[src/tps_pkg.sv]
package tps_pkg;

  // ------------------------------------------------------------
  // Timing
  // ------------------------------------------------------------
  localparam int unsigned CLK_HZ = 25_000_000;
  localparam int unsigned TICK_US = 50;  // Prescaled tick period in us
  localparam int unsigned TICK_CYC = CLK_HZ / 1_000_000 * TICK_US;
  localparam int unsigned TICKS_PER_MS = 1000 / TICK_US;
  // Debounce times in ms
  localparam int unsigned DEB_MS_0 = 100;
  localparam int unsigned DEB_MS_1 = 50;
  localparam int unsigned DEB_MS_2 = 25;
  // Inter-position delays in tenths of a ms
  localparam int unsigned DLY_DMS_0 = 500;
  localparam int unsigned DLY_DMS_1 = 250;
  localparam int unsigned DLY_DMS_2 = 125;
  localparam int unsigned DLY_DMS_3 = 15;
  // Termination periods in ms
  localparam int unsigned TERM_MS_1 = 50;
  localparam int unsigned TERM_MS_2 = 100;
  localparam int unsigned TERM_MS_3 = 200;

  // ------------------------------------------------------------
  // Register map (word byte addresses)
  // ------------------------------------------------------------
  localparam logic [7:0] ADDR_CTRL = 8'h00;
  localparam logic [7:0] ADDR_CFG = 8'h04;
  localparam logic [7:0] ADDR_POS = 8'h08;
  localparam logic [7:0] ADDR_ENA = 8'h0C;
  localparam logic [7:0] ADDR_FAULT = 8'h10;
  localparam logic [7:0] ADDR_VSEL = 8'h14;
  localparam logic [7:0] ADDR_STAT = 8'h18;
  localparam logic [7:0] ADDR_THR = 8'h1C;

  // CTRL bits (write one to act; self clearing)
  localparam int unsigned CTRL_ON = 0;
  localparam int unsigned CTRL_OFF = 1;
  localparam int unsigned CTRL_FORCE = 2;

  // Reset values
  localparam logic [31:0] CFG_RST = 32'h0000_0000;
  localparam logic [31:0] POS_RST = 32'h0000_0024;
  localparam logic [2:0] ENA_RST = 3'h7;
  localparam logic [31:0] FAULT_RST = 32'h0000_0000;
  localparam logic [31:0] THR_RST = 32'h0000_0000;
  localparam logic [31:0] BUS_ERR_DATA = 32'h0000_0000;

  // ------------------------------------------------------------
  // Types
  // ------------------------------------------------------------
  typedef enum logic [1:0] {SRC_NONE, SRC_LEVEL, SRC_EDGE, SRC_BUTTON} tps_src_t;

  typedef struct packed {
    logic [10:0] rsvd;
    logic [2:0] glitch_ticks;   // 20:18 fault filter length in ticks
    logic [2:0] ena_from_pin;   // 17:15 per-channel enable source
    logic [1:0] fault_resp_rst; // 14 health out, 13 unused spare
    logic fault_resp_off;       // 12 power-off sequence on fault
    logic fault_resp_force;     // 11 force shutdown on fault
    logic [1:0] term_sel;       // 10:9 0 off, 1 50, 2 100, 3 200 ms
    logic [1:0] deb_sel;        // 8:7 0 100,1 50,2 25 ms,3 none
    logic manual;               // 6
    logic auto_start;           // 5
    logic [2:0] rsvd2;          // 4:2
    tps_src_t src;              // 1:0
  } tps_cfg_t;

  typedef struct packed {
    logic [19:0] rsvd;
    logic [1:0] dly2;     // 11:10 delay code of position 2, loaded but never waited on
    logic [1:0] dly1;     // 9:8
    logic [1:0] dly0;     // 7:6
    logic [1:0] pos2;     // 5:4 position of channel 2
    logic [1:0] pos1;     // 3:2
    logic [1:0] pos0;     // 1:0
  } tps_pos_t;

  typedef enum logic [2:0] {ST_OFF, ST_UP_EN, ST_UP_DLY, ST_ON, ST_DN_WAIT, ST_DN_DLY}
    tps_state_t;

endpackage

[src/tps_sequencer.sv]
// The register addresses and the Wishbone slave port are this design's own decisions.
module tps_sequencer
  import tps_pkg::*;
(
  input wire logic clk_i,
  input wire logic rst_i,
  // Wishbone classic slave
  input wire logic wb_cyc_i,
  input wire logic wb_stb_i,
  input wire logic wb_we_i,
  input wire logic [7:0] wb_adr_i,
  input wire logic [3:0] wb_sel_i,
  input wire logic [31:0] wb_dat_i,
  output logic [31:0] wb_dat_o,
  output logic wb_ack_o,
  // Pins and analog comparators
  input wire logic power_request_pin_i,
  input wire logic [2:0] ch_above_ref_i,   // Output above sequencing reference
  input wire logic [2:0] ch_off_i,         // Output discharged
  input wire logic [2:0] ch_uv_i,
  input wire logic [2:0] ch_ov_i,
  input wire logic [1:0] batt_uv_i,        // Below threshold A / B
  input wire logic [2:0] ch_at_set_i,      // Output settled at selected point
  output logic [2:0] ch_en_o,
  output logic [2:0] ch_soft_start_o,
  output logic [5:0] ch_uvov_thr_o,        // Two bits per channel
  output logic [5:0] batt_thr_o,           // Two 3-bit codes
  output logic [8:0] ch_vsel_o,            // Three bits per channel
  output logic health_indicator_out_o,
  output logic system_reset_out_n_o
);

  // ----------------------------------------------------------
  // Functions
  // ----------------------------------------------------------
  // Channel mask for one sequence position
  function automatic logic [2:0] pos_mask(input tps_pos_t p, input logic [1:0] n);
    pos_mask = {p.pos2 == n, p.pos1 == n, p.pos0 == n};
  endfunction

  // Delay code of a position, in ticks
  function automatic logic [15:0] dly_ticks(input logic [1:0] c);
    case (c)
      2'd0: dly_ticks = 16'(DLY_DMS_0 * TICKS_PER_MS / 10);
      2'd1: dly_ticks = 16'(DLY_DMS_1 * TICKS_PER_MS / 10);
      2'd2: dly_ticks = 16'(DLY_DMS_2 * TICKS_PER_MS / 10);
      default: dly_ticks = 16'(DLY_DMS_3 * TICKS_PER_MS / 10);
    endcase
  endfunction

  // ----------------------------------------------------------
  // Registers
  // ----------------------------------------------------------
  tps_cfg_t cfg_ff;
  tps_pos_t pos_cfg_ff;
  logic [2:0] ena_ff;
  logic [2:0] ena_dflt_ff;
  logic [31:0] fault_ff;
  logic [8:0] vsel_ff;
  logic [11:0] thr_ff;
  logic cmd_on_ff;
  logic cmd_off_ff;
  logic cmd_force_ff;
  logic dvs_done_ff;
  logic ack_ff;
  logic [31:0] rdat_ff;
  tps_state_t state_ff;
  logic [1:0] pos_ff;
  logic [2:0] state_code;
  logic [31:0] wmask;
  logic wr;

  assign wb_ack_o = ack_ff;
  assign wb_dat_o = rdat_ff;
  assign wr = wb_cyc_i && wb_stb_i && wb_we_i && !ack_ff;
  assign wmask = {{8{wb_sel_i[3]}}, {8{wb_sel_i[2]}}, {8{wb_sel_i[1]}}, {8{wb_sel_i[0]}}};

  // Bus answer one cycle after request
  always_ff @(posedge clk_i) begin
    if (rst_i) begin
      ack_ff <= 1'b0;
    end else begin
      ack_ff <= wb_cyc_i && wb_stb_i && !ack_ff;
    end
  end

  // Read mux
  always_ff @(posedge clk_i) begin
    if (rst_i) begin
      rdat_ff <= BUS_ERR_DATA;
    end else if (wb_cyc_i && wb_stb_i && !wb_we_i && !ack_ff) begin
      if (wb_adr_i == ADDR_CFG) begin
        rdat_ff <= cfg_ff;
      end else if (wb_adr_i == ADDR_POS) begin
        rdat_ff <= pos_cfg_ff;
      end else if (wb_adr_i == ADDR_ENA) begin
        rdat_ff <= {25'h0, ena_dflt_ff, 1'b0, ena_ff};
      end else if (wb_adr_i == ADDR_FAULT) begin
        rdat_ff <= fault_ff;
      end else if (wb_adr_i == ADDR_VSEL) begin
        rdat_ff <= {23'h0, vsel_ff};
      end else if (wb_adr_i == ADDR_STAT) begin
        rdat_ff <= {22'h0, dvs_done_ff, state_code, ch_en_o, 1'b0, pos_ff};
      end else if (wb_adr_i == ADDR_THR) begin
        rdat_ff <= {20'h0, thr_ff};
      end else begin
        rdat_ff <= BUS_ERR_DATA;
      end
    end
  end

  // Configuration registers
  always_ff @(posedge clk_i) begin
    if (rst_i) begin
      cfg_ff <= CFG_RST;
      pos_cfg_ff <= POS_RST;
      thr_ff <= THR_RST[11:0];
      ena_dflt_ff <= ENA_RST;
    end else if (wr) begin
      if (wb_adr_i == ADDR_CFG) begin
        cfg_ff <= (cfg_ff & ~wmask) | (wb_dat_i & wmask);
      end else if (wb_adr_i == ADDR_POS) begin
        pos_cfg_ff <= (pos_cfg_ff & ~wmask) | (wb_dat_i & wmask);
      end else if (wb_adr_i == ADDR_THR) begin
        thr_ff <= 12'((thr_ff & wmask[11:0]) ^ thr_ff | (wb_dat_i[11:0] & wmask[11:0]));
      end else if (wb_adr_i == ADDR_ENA && wb_sel_i[0]) begin
        ena_dflt_ff <= wb_dat_i[6:4];
      end
    end
  end

  // Threshold codes: 2-bit UV/OV percent per channel, battery 3-bit codes
  assign ch_uvov_thr_o = thr_ff[5:0];
  assign batt_thr_o = thr_ff[11:6];

  // Enable register, loads default after reset
  logic ena_loaded_ff;
  always_ff @(posedge clk_i) begin
    if (rst_i) begin
      ena_ff <= 3'h0;
      ena_loaded_ff <= 1'b0;
    end else if (!ena_loaded_ff) begin
      ena_ff <= ena_dflt_ff;
      ena_loaded_ff <= 1'b1;
    end else if (wr && wb_adr_i == ADDR_ENA && wb_sel_i[0]) begin
      ena_ff <= wb_dat_i[2:0];
    end
  end

  // Command strobes and voltage select
  always_ff @(posedge clk_i) begin
    if (rst_i) begin
      cmd_on_ff <= 1'b0;
      cmd_off_ff <= 1'b0;
      cmd_force_ff <= 1'b0;
      vsel_ff <= 9'h000;
    end else begin
      cmd_on_ff <= wr && wb_adr_i == ADDR_CTRL && wb_sel_i[0] && wb_dat_i[CTRL_ON];
      cmd_off_ff <= wr && wb_adr_i == ADDR_CTRL && wb_sel_i[0] && wb_dat_i[CTRL_OFF];
      cmd_force_ff <= wr && wb_adr_i == ADDR_CTRL && wb_sel_i[0] && wb_dat_i[CTRL_FORCE];
      if (wr && wb_adr_i == ADDR_VSEL) begin
        vsel_ff <= 9'((vsel_ff & ~wmask[8:0]) | (wb_dat_i[8:0] & wmask[8:0]));
      end
    end
  end
  assign ch_vsel_o = vsel_ff;

  // ----------------------------------------------------------
  // Tick prescaler
  // ----------------------------------------------------------
  logic [10:0] pre_ff;
  logic tick;
  assign tick = pre_ff == 11'(TICK_CYC - 1);
  always_ff @(posedge clk_i) begin
    if (rst_i || tick) begin
      pre_ff <= 11'h000;
    end else begin
      pre_ff <= pre_ff + 11'h001;
    end
  end

  // ----------------------------------------------------------
  // Request pin: synchroniser and debounce
  // ----------------------------------------------------------
  logic req_s1_ff;
  logic req_s2_ff;
  logic req_db_ff;
  logic req_db_prev_ff;
  logic [11:0] deb_cnt_ff;
  logic [11:0] deb_lim;
  always_comb begin
    case (cfg_ff.deb_sel)
      2'd0: deb_lim = 12'(DEB_MS_0 * TICKS_PER_MS);
      2'd1: deb_lim = 12'(DEB_MS_1 * TICKS_PER_MS);
      default: deb_lim = 12'(DEB_MS_2 * TICKS_PER_MS);
    endcase
  end

  always_ff @(posedge clk_i) begin
    if (rst_i) begin
      req_s1_ff <= 1'b0;
      req_s2_ff <= 1'b0;
    end else begin
      req_s1_ff <= power_request_pin_i;
      req_s2_ff <= req_s1_ff;
    end
  end

  // Debounced level changes only after a stable period unless deb_sel is 3
  always_ff @(posedge clk_i) begin
    if (rst_i) begin
      req_db_ff <= 1'b0;
      deb_cnt_ff <= 12'h000;
    end else if (cfg_ff.deb_sel == 2'd3) begin
      req_db_ff <= req_s2_ff;
      deb_cnt_ff <= 12'h000;
    end else if (req_s2_ff == req_db_ff) begin
      deb_cnt_ff <= 12'h000;
    end else if (tick) begin
      if (deb_cnt_ff >= deb_lim) begin
        req_db_ff <= req_s2_ff;
        deb_cnt_ff <= 12'h000;
      end else begin
        deb_cnt_ff <= deb_cnt_ff + 12'h001;
      end
    end
  end

  always_ff @(posedge clk_i) begin
    if (rst_i) begin
      req_db_prev_ff <= 1'b0;
    end else begin
      req_db_prev_ff <= req_db_ff;
    end
  end

  logic req_rise;
  logic req_fall;
  assign req_rise = req_db_ff && !req_db_prev_ff;
  assign req_fall = !req_db_ff && req_db_prev_ff;

  // Effective channel enables
  logic [2:0] ch_ena;
  assign ch_ena = (cfg_ff.ena_from_pin & {3{req_db_ff}}) | (~cfg_ff.ena_from_pin & ena_ff);

  // ----------------------------------------------------------
  // Fault filter
  // ----------------------------------------------------------
  logic [7:0] flt_s1_ff;
  logic [7:0] flt_s2_ff;
  logic [2:0] flt_cnt_ff;
  logic fault_ff_q;
  logic fault_rise;
  logic fault_q_prev_ff;
  always_ff @(posedge clk_i) begin
    if (rst_i) begin
      flt_s1_ff <= 8'h00;
      flt_s2_ff <= 8'h00;
    end else begin
      flt_s1_ff <= {batt_uv_i, ch_ov_i, ch_uv_i};
      flt_s2_ff <= flt_s1_ff;
    end
  end

  // Fault must persist for glitch_ticks ticks
  always_ff @(posedge clk_i) begin
    if (rst_i) begin
      flt_cnt_ff <= 3'h0;
      fault_ff_q <= 1'b0;
    end else if (flt_s2_ff == 8'h00) begin
      flt_cnt_ff <= 3'h0;
      fault_ff_q <= 1'b0;
    end else if (flt_cnt_ff >= cfg_ff.glitch_ticks) begin
      fault_ff_q <= 1'b1;
    end else if (tick) begin
      flt_cnt_ff <= flt_cnt_ff + 3'h1;
    end
  end

  always_ff @(posedge clk_i) begin
    if (rst_i) begin
      fault_q_prev_ff <= 1'b0;
    end else begin
      fault_q_prev_ff <= fault_ff_q;
    end
  end
  assign fault_rise = fault_ff_q && !fault_q_prev_ff;

  // Sticky fault record; write one to clear, set wins
  always_ff @(posedge clk_i) begin
    if (rst_i) begin
      fault_ff <= FAULT_RST;
    end else begin
      fault_ff <= (fault_ff & ~((wr && wb_adr_i == ADDR_FAULT) ? (wb_dat_i & wmask) : 32'h0))
                  | {24'h0, flt_s2_ff & {8{fault_ff_q}}};
    end
  end

  // ----------------------------------------------------------
  // Sequencer
  // ----------------------------------------------------------
  logic [2:0] on_ff;
  logic [15:0] dly_ff;
  logic [12:0] term_ff;
  logic started_ff;
  logic [12:0] term_lim;
  logic [2:0] cur_mask;
  logic fault_act;
  logic start_req;
  logic stop_req;
  logic force_sd;
  assign state_code = 3'(state_ff);
  assign cur_mask = pos_mask(pos_cfg_ff, pos_ff);
  assign fault_act = fault_ff_q && !cfg_ff.manual;

  always_comb begin
    case (cfg_ff.term_sel)
      2'd1: term_lim = 13'(TERM_MS_1 * TICKS_PER_MS);
      2'd2: term_lim = 13'(TERM_MS_2 * TICKS_PER_MS);
      default: term_lim = 13'(TERM_MS_3 * TICKS_PER_MS);
    endcase
  end

  // Start and stop sources
  always_comb begin
    start_req = cmd_on_ff || (cfg_ff.auto_start && !started_ff);
    stop_req = cmd_off_ff || (fault_rise && cfg_ff.fault_resp_off && !cfg_ff.manual);
    case (cfg_ff.src)
      SRC_LEVEL: begin
        start_req = start_req || req_db_ff;
        stop_req = stop_req || req_fall;
      end
      SRC_EDGE: start_req = start_req || req_rise;
      SRC_BUTTON: begin
        start_req = start_req || req_rise;
        stop_req = stop_req || req_fall;
      end
      default: ;
    endcase
  end

  logic term_hit;
  assign term_hit = cfg_ff.term_sel != 2'd0 && term_ff >= term_lim;
  assign force_sd = cmd_force_ff || (fault_act && cfg_ff.fault_resp_force)
                    || (fault_ff_q && (cfg_ff.fault_resp_force | cfg_ff.fault_resp_off) == 1'b0
                        && !cfg_ff.manual && 1'b0)
                    || term_hit;

  always_ff @(posedge clk_i) begin
    if (rst_i) begin
      started_ff <= 1'b0;
    end else if (start_req) begin
      started_ff <= 1'b1;
    end
  end

  // Termination timer, counts only in ST_UP_EN and ST_DN_WAIT
  always_ff @(posedge clk_i) begin
    if (rst_i || state_ff == ST_OFF || state_ff == ST_ON || state_ff == ST_UP_DLY
        || state_ff == ST_DN_DLY || cfg_ff.manual) begin
      term_ff <= 13'h0000;
    end else if (tick && !term_hit) begin
      term_ff <= term_ff + 13'h0001;
    end
  end

  // Main sequence state machine
  always_ff @(posedge clk_i) begin
    if (rst_i) begin
      state_ff <= ST_OFF;
      pos_ff <= 2'd0;
      on_ff <= 3'h0;
      dly_ff <= 16'h0000;
    end else if (cfg_ff.manual) begin
      on_ff <= ch_ena;
      state_ff <= ST_OFF;
    end else if (force_sd) begin
      on_ff <= 3'h0;
      state_ff <= ST_OFF;
      pos_ff <= 2'd0;
    end else begin
      case (state_ff)
        ST_OFF: begin
          if (start_req) begin
            pos_ff <= 2'd0;
            state_ff <= ST_UP_EN;
          end
        end
        ST_UP_EN: begin
          if (stop_req) begin
            pos_ff <= 2'd2;
            state_ff <= ST_DN_WAIT;
            on_ff <= on_ff & ~pos_mask(pos_cfg_ff, 2'd2);
          end else if ((cur_mask & ch_ena) == 3'h0) begin
            dly_ff <= 16'h0000;
            state_ff <= (pos_ff == 2'd2) ? ST_ON : ST_UP_EN;
            pos_ff <= pos_ff + 2'd1;
          end else begin
            on_ff <= on_ff | (cur_mask & ch_ena);
            if ((cur_mask & ch_ena & ~ch_above_ref_i) == 3'h0) begin
              dly_ff <= dly_ticks(pos_ff == 2'd0 ? pos_cfg_ff.dly0 : pos_ff == 2'd1
                                  ? pos_cfg_ff.dly1 : pos_cfg_ff.dly2);
              state_ff <= (pos_ff == 2'd2) ? ST_ON : ST_UP_DLY;
            end
          end
        end
        ST_UP_DLY: begin
          if (stop_req) begin
            pos_ff <= 2'd2;
            state_ff <= ST_DN_WAIT;
            on_ff <= on_ff & ~pos_mask(pos_cfg_ff, 2'd2);
          end else if (dly_ff == 16'h0000) begin
            pos_ff <= pos_ff + 2'd1;
            state_ff <= ST_UP_EN;
          end else if (tick) begin
            dly_ff <= dly_ff - 16'h0001;
          end
        end
        ST_ON: begin
          if (stop_req) begin
            pos_ff <= 2'd2;
            on_ff <= on_ff & ~pos_mask(pos_cfg_ff, 2'd2);
            state_ff <= ST_DN_WAIT;
          end
        end
        ST_DN_WAIT: begin
          if ((cur_mask & ~ch_off_i) == 3'h0) begin
            if (pos_ff == 2'd0) begin
              state_ff <= ST_OFF;
            end else begin
              dly_ff <= dly_ticks(pos_ff == 2'd1 ? pos_cfg_ff.dly0 : pos_cfg_ff.dly1);
              state_ff <= ST_DN_DLY;
            end
          end
        end
        ST_DN_DLY: begin
          if (dly_ff == 16'h0000) begin
            pos_ff <= pos_ff - 2'd1;
            on_ff <= on_ff & ~pos_mask(pos_cfg_ff, pos_ff - 2'd1);
            state_ff <= ST_DN_WAIT;
          end else if (tick) begin
            dly_ff <= dly_ff - 16'h0001;
          end
        end
        default: state_ff <= ST_OFF;
      endcase
    end
  end

  assign ch_en_o = on_ff;
  // Soft start everywhere but the power-off sequence states, which turn off hard
  assign ch_soft_start_o = (state_ff == ST_DN_WAIT || state_ff == ST_DN_DLY) ? 3'h0 : 3'h7;

  // ----------------------------------------------------------
  // Health output and dynamic voltage status
  // ----------------------------------------------------------
  always_ff @(posedge clk_i) begin
    if (rst_i) begin
      health_indicator_out_o <= 1'b0;
      system_reset_out_n_o <= 1'b0;
    end else begin
      health_indicator_out_o <= state_ff == ST_ON
                                && !(fault_ff_q && cfg_ff.fault_resp_rst[1]);
      system_reset_out_n_o <= state_ff == ST_ON
                              && !(fault_ff_q && cfg_ff.fault_resp_rst[1]);
    end
  end

  // Done flag sets when all settled, else clears on a new selection write
  always_ff @(posedge clk_i) begin
    if (rst_i) begin
      dvs_done_ff <= 1'b0;
    end else if (&ch_at_set_i) begin
      dvs_done_ff <= 1'b1;
    end else if (wr && wb_adr_i == ADDR_VSEL) begin
      dvs_done_ff <= 1'b0;
    end
  end

endmodule // tps_sequencer

[config.mk]
export PLATFORM = sky130hd
export DESIGN_NAME = tps_sequencer
export DESIGN_NICKNAME = d
export VERILOG_FILES = /design/src/tps_pkg.sv /design/src/tps_sequencer.sv
export SDC_FILE = /design/constraint.sdc
export NUM_CORES = 1
export LEC_CHECK = 0
export ABC_CLOCK_PERIOD_IN_PS = 2800
export BUFFER_PORTS_ARGS = -buffer_cell sky130_fd_sc_hd__buf_2
export CORE_UTILIZATION = 44
export DETAILED_ROUTE_END_ITERATION = 7
export PLACE_DENSITY = 0.73
export SLEW_MARGIN = 5
export SYNTH_ARGS = -nofsm -noshare
export SYNTH_HDL_FRONTEND = slang
export SYNTH_SLANG_ARGS = --single-unit
[constraint.sdc]
create_clock -name clk_i -period 2.8 [get_ports clk_i]
set_clock_uncertainty 0.1 [all_clocks]
set_input_delay 0.42 -clock clk_i [delete_from_list [all_inputs] [get_ports clk_i]]
set_output_delay 0.42 -clock clk_i [all_outputs]
set_load 0.05 [all_outputs]
== After elaboration in Yosys (flattened, before gate mapping) ==
Index checks and enable logic that the tools add are counted.

* Add/sub/neg operators: 7
* Order comparisons: 3
* Eq/ne operators: 56
* Multiplexer cells: 66
* Bitwise logic cells: 38
* Reductions and logical operators: 86

{| class="wikitable"
|+ Operators with widths
! kind !! number
|-
| 32-bit two-way mux || 5
|-
| 32-bit AND || 4
|-
| 16-bit two-way mux || 8
|-
| 32-bit inverter || 2
|-
| 32-bit OR || 2
|-
| 16-bit case mux with 4 select lines || 1
|-
| 10-bit case mux with 3 select lines || 2
|-
| 3-bit two-way mux || 19
|-
| 12-bit two-way mux || 4
|-
| 8-bit by 5-bit equality test with 1-bit output (second input constant) || 4
|-
| 32-bit by 8-bit OR with 32-bit output || 1
|-
| 1-bit logical AND || 28
|-
| 12-bit AND || 2
|-
| 2-bit two-way mux || 12
|-
| 12-bit case mux with 2 select lines || 1
|-
| 11-bit case mux with 2 select lines || 1
|-
| 3-bit AND || 7
|-
| 2-bit equality test (second input constant) || 10
|-
| 9-bit AND || 2
|-
| 3-bit case mux with 6 select lines || 1
|-
| 8-bit by 4-bit equality test with 1-bit output (second input constant) || 2
|-
| 16-bit zero test || 1
|-
| 8-bit zero test || 2
|-
| 16-bit by 1-bit subtractor with 16-bit output (second input constant) || 1
|-
| other kinds (54) || 134
|}

* Flip-flop bits (word level): 248
* Output and inout port bits: 62
* Word-level logic and storage cells: 305

== Longest topological paths before layout ==
* Depth after elaboration: 11
* Gate-level depth with buffers: 11

== Least setup slack after synthesis ==
OpenSTA, ideal clock, no wires.

* Path kind: register -> register
* Start point: reg (tool-made name)
* End point: reg dly_ff[13]
* Library setup time: 0.131 ns
* Arrival: 2.576 ns
* Data required time: 2.569 ns
* Path slack: -0.007 ns
* Cell stages (with the launch flop): 11
* Buffers on the path: 1
* Clock period less this slack: 2.807 ns
* Cell sequence: dfxtp_1 inv_1 ha_1 ha_1 a211oi_1 o32a_1 o2111ai_2 or2_2 buf_2 o311ai_1 o41ai_1

{| class="wikitable"
|+ RTL lines
! element !! line !! RTL
|-
| end signal, assigned || tps_sequencer.sv:401 || <nowiki>dly_ff <= dly_ticks(pos_ff == 2'd0 ? pos_cfg_ff.dly0 : pos_ff == 2'd1</nowiki>
|-
| end signal, assigned || tps_sequencer.sv:416 || <nowiki>dly_ff <= dly_ff - 16'h0001;</nowiki>
|-
| end signal, assigned || tps_sequencer.sv:431 || <nowiki>dly_ff <= dly_ticks(pos_ff == 2'd1 ? pos_cfg_ff.dly0 : pos_cfg_ff.dly1);</nowiki>
|-
| end, declared || tps_sequencer.sv:303 || <nowiki>logic [15:0] dly_ff;</nowiki>
|}

==> run metrics <==
crit share post-route between 90 and 100%; Synth Flop Type dfxtp_1; Final Hold Slack roughly 0.017 ns; EDFF count, synth 0; Mapped Cells 1289; Boundary Pins ~130; r2r endpoint pos_ff[1]; number of global-route vias before repair 9910; die width between 150 and 200 um; Fillers between 2000 and 2500; Yosys top cell area share between 40% and 50%; Max-Slew Margin vs Limit around 41%; via count approximately 11000; xor and xnor area share after synthesis under 10%; Layout area overhead 22.0%; status finished with violations; HP Class primary input to flop; number of buffers and inverters on the critical path 2; gpl congestion about 0.9; Setup crit end pos_ff[1]; CP startpoint kind flop; min Tclk post-route approximately 2.8 ns; layout net count around 1600; die height ~160 um; Total Die Area 27000 sq um; first-pass GRT wire length about 52000 um; MaxCap Viol Count 0; grt total ovfl 0; FF+latch count, synth 248; Crit-path slowest cell or4_4; Worst path most repeated cell ha_4; vias per inst a little under 6; port buffer count ~130; most frequent cell after synthesis dfxtp_1; syn avg cell area approximately 9.0 sq um; CTS tree yes; row count between 50 and 60; Pre-antenna DRT Iters 8; main area contributors after synthesis dfxtp_1, mux2i_1, nor2_1, nand2_1, ha_1; Final Slew Violations 0; share of cells above drive strength 1 around 20%; post-synth top area cell dfxtp_1; initial antenna violation count 0; DRT antenna net count 0; Crit Path Max Fanout 3; failing checks DRC; CP cell instances inv_4, ha_4, ha_4, nand4b_1, or4_4, o2111ai_4, buf_6, nor2_2, and4_4, or3_1; DR iter-0 viols approximately 1100; YS warnings 0; complex-gate fraction of the synthesized area 17.0%; mux contribution to synthesized area slightly below 9%; largest family of logic cells by synthesized area simple AND/OR/NAND/NOR gates; required time of the critical path roughly 3.1 ns; Setup TNS 0 ns; delay of the slowest critical-path stage between 0.5 and 0.6 ns; most frequent cells after synthesis dfxtp_1, nor2_1, nand2_1; worst-margin pin slew slightly below 0.9 ns; reg-to-reg slack, setup 0.02 ns; H-Tree Depth 1; Detailed Place HPWL 23600 um; critical path class flop to flop; Clock Root Buffer clkbuf_16; Simple-Gate Fraction of Synth Area 20.6%; largest net degree at the start of global routing 96; CTS Buf Count 27; GR Util All Layers 24.4%; fmax approximately 0.36 GHz; drt drc 1; R2R depth 10; Pwr Density ~550 nW/um^2; CP Capture Type flop; WP data arrival about 3 ns; initial core utilization between 40 and 50%; core region area around 25000 sq um; Post-Synth Adder-Cell Area 3.33%; post-synthesis net count between 1000 and 1500; Total Routed Length around 34000 um; Synth cell types just over 80; Crit path depth 10; worst ir drop on vdd just under 0.5 mV; clk slew on worst S/H paths approximately 0.060 ns; Final Hold Viols 0; # setup viols final 0; clock sink count ~250; CTS Buffer Depth 3; Worst-Skew Late Latency about 0.53 ns; sequential area share after synthesis a little over two fifths; CP delay by family, top simple AND/OR/NAND/NOR gates; leakage approximately 0.0054 uW; Async S/R FF share, synth 0%; Synth Cell Area ~12000 sq um; Routed wire per std cell between 15 and 20 um
[layer usage]
metal | vias to the layer above | share of wire (%) | global-route usage [%]
met5 | - | 0 | 0
met4 | 0 | 3.6 | 9.68
met3 | 83 | 7.3 | 2.98
met2 | 460 | 46 | 39.1
met1 | 5100 | 43 | 33.4
li1 | 4991 | - | -
[cell type report]
cell class                 count  area [sq um]  share of cell area, %
sequential                   248          4970                   35.2
timing repair buffer         215          1410                   9.99
antenna                        1          2.50                 0.0177
multi-input combinational    926          6250                   44.2
clock buffer                  33           728                   5.16
inverter                      40           153                   1.08
clock inverter                13           201                   1.43
tap                          330           413                   2.92
[how the worst min path moves through the flow]
stage,from,to,slack [ns],cells after the start
after floorplan,fault_ff[8],fault_ff[8],0.31,2
after global placement,flt_s1_ff[2],flt_s2_ff[2],0.32,1
after detailed placement,flt_s1_ff[7],flt_s2_ff[7],0.32,1
after CTS,wb_dat_i[12],fault_ff[12],0.001,2
after global routing,wb_dat_i[18],fault_ff[18],0.01,2
final,ch_uv_i[1],flt_s1_ff[1],0.02,2
[placed cells by master (no fill, tap or decap), types with 7 or more instances in the layout]
cell type and count:
xor2_1 17, mux2_2 7, a222oi_1 21, xnor2_1 27, buf_4 63, nor3_1 27, nor2b_1 28, a22oi_1 12
or4_1 7, and3_1 13, nand4_1 13, nand3_1 28, o31ai_1 11, dfxtp_1 246, dlygate4sd3_1 18, nor2_1 184
nand2b_1 8, nand2_1 113, mux2i_1 76, clkbuf_16 27, inv_1 38, o21ai_0 38, ha_1 26, a221oi_1 9
a21oi_1 74, mux4_2 8, a211oi_1 39, buf_2 127, a31oi_1 9
[worst reg2reg max path: cells and delay by family, from the launching register on]
kind,cells,cell delay [ns]
AOI/OAI and AO/OA,1,0.23
adders and majority gates,2,0.52
buffers and inverters,2,0.19
DFF,1,0.36
and+or+nand+nor,5,1.27
[power breakdown]
group          internal, uW  switching [uW]  total [uW]
clock network          2300            1450        3750
logic                   155             320         476
registers              3580            31.2        3610
total                  6030            1800        7840
[kinds of logic (layout without fill, tap and decap cells)]
| family | after synthesis | after routing |
|---|---|---|
| AO/OA/AOI/OAI | 278 | 278 |
| flip-flops | 248 | 248 |
| other | 0 | 1 |
| adder cells (fa/ha/maj) | 31 | 31 |
| XOR/XNOR | 44 | 44 |
| AND/OR/NAND/NOR | 482 | 482 |
| multiplexers | 91 | 91 |
| buffers and inverters | 115 | 301 |
[stage by stage]
step | std cells | util, % | instance area (sq um) | setup slack, ns | total power [uW]
floorplan | 1289 | - | 11600 | 0.00712 | 3950
global placement | 1736 | 50.6 | 12900 | 0.105 | 4130
detailed placement | 1736 | 50.6 | 12900 | 0.0324 | 4140
CTS | 1800 | 54.9 | 14000 | 0.00916 | 7870
global route | 1805 | 55.4 | 14100 | -0.0629 | 8060
finish | 1806 | 55.4 | 14100 | 0.0240 | 7840
[repair_timing]
| item | CTS | global route |
|---|---|---|
| hold endpoints to repair | 18 | 0 |
| hold buffers | 18 | 0 |
| setup buffers | 0 | 5 |
| resized for setup | 0 | 22 |
| endpoints found under the setup margin | 0 | 35 |
Note: power is estimated with default switching activity, not from simulation.
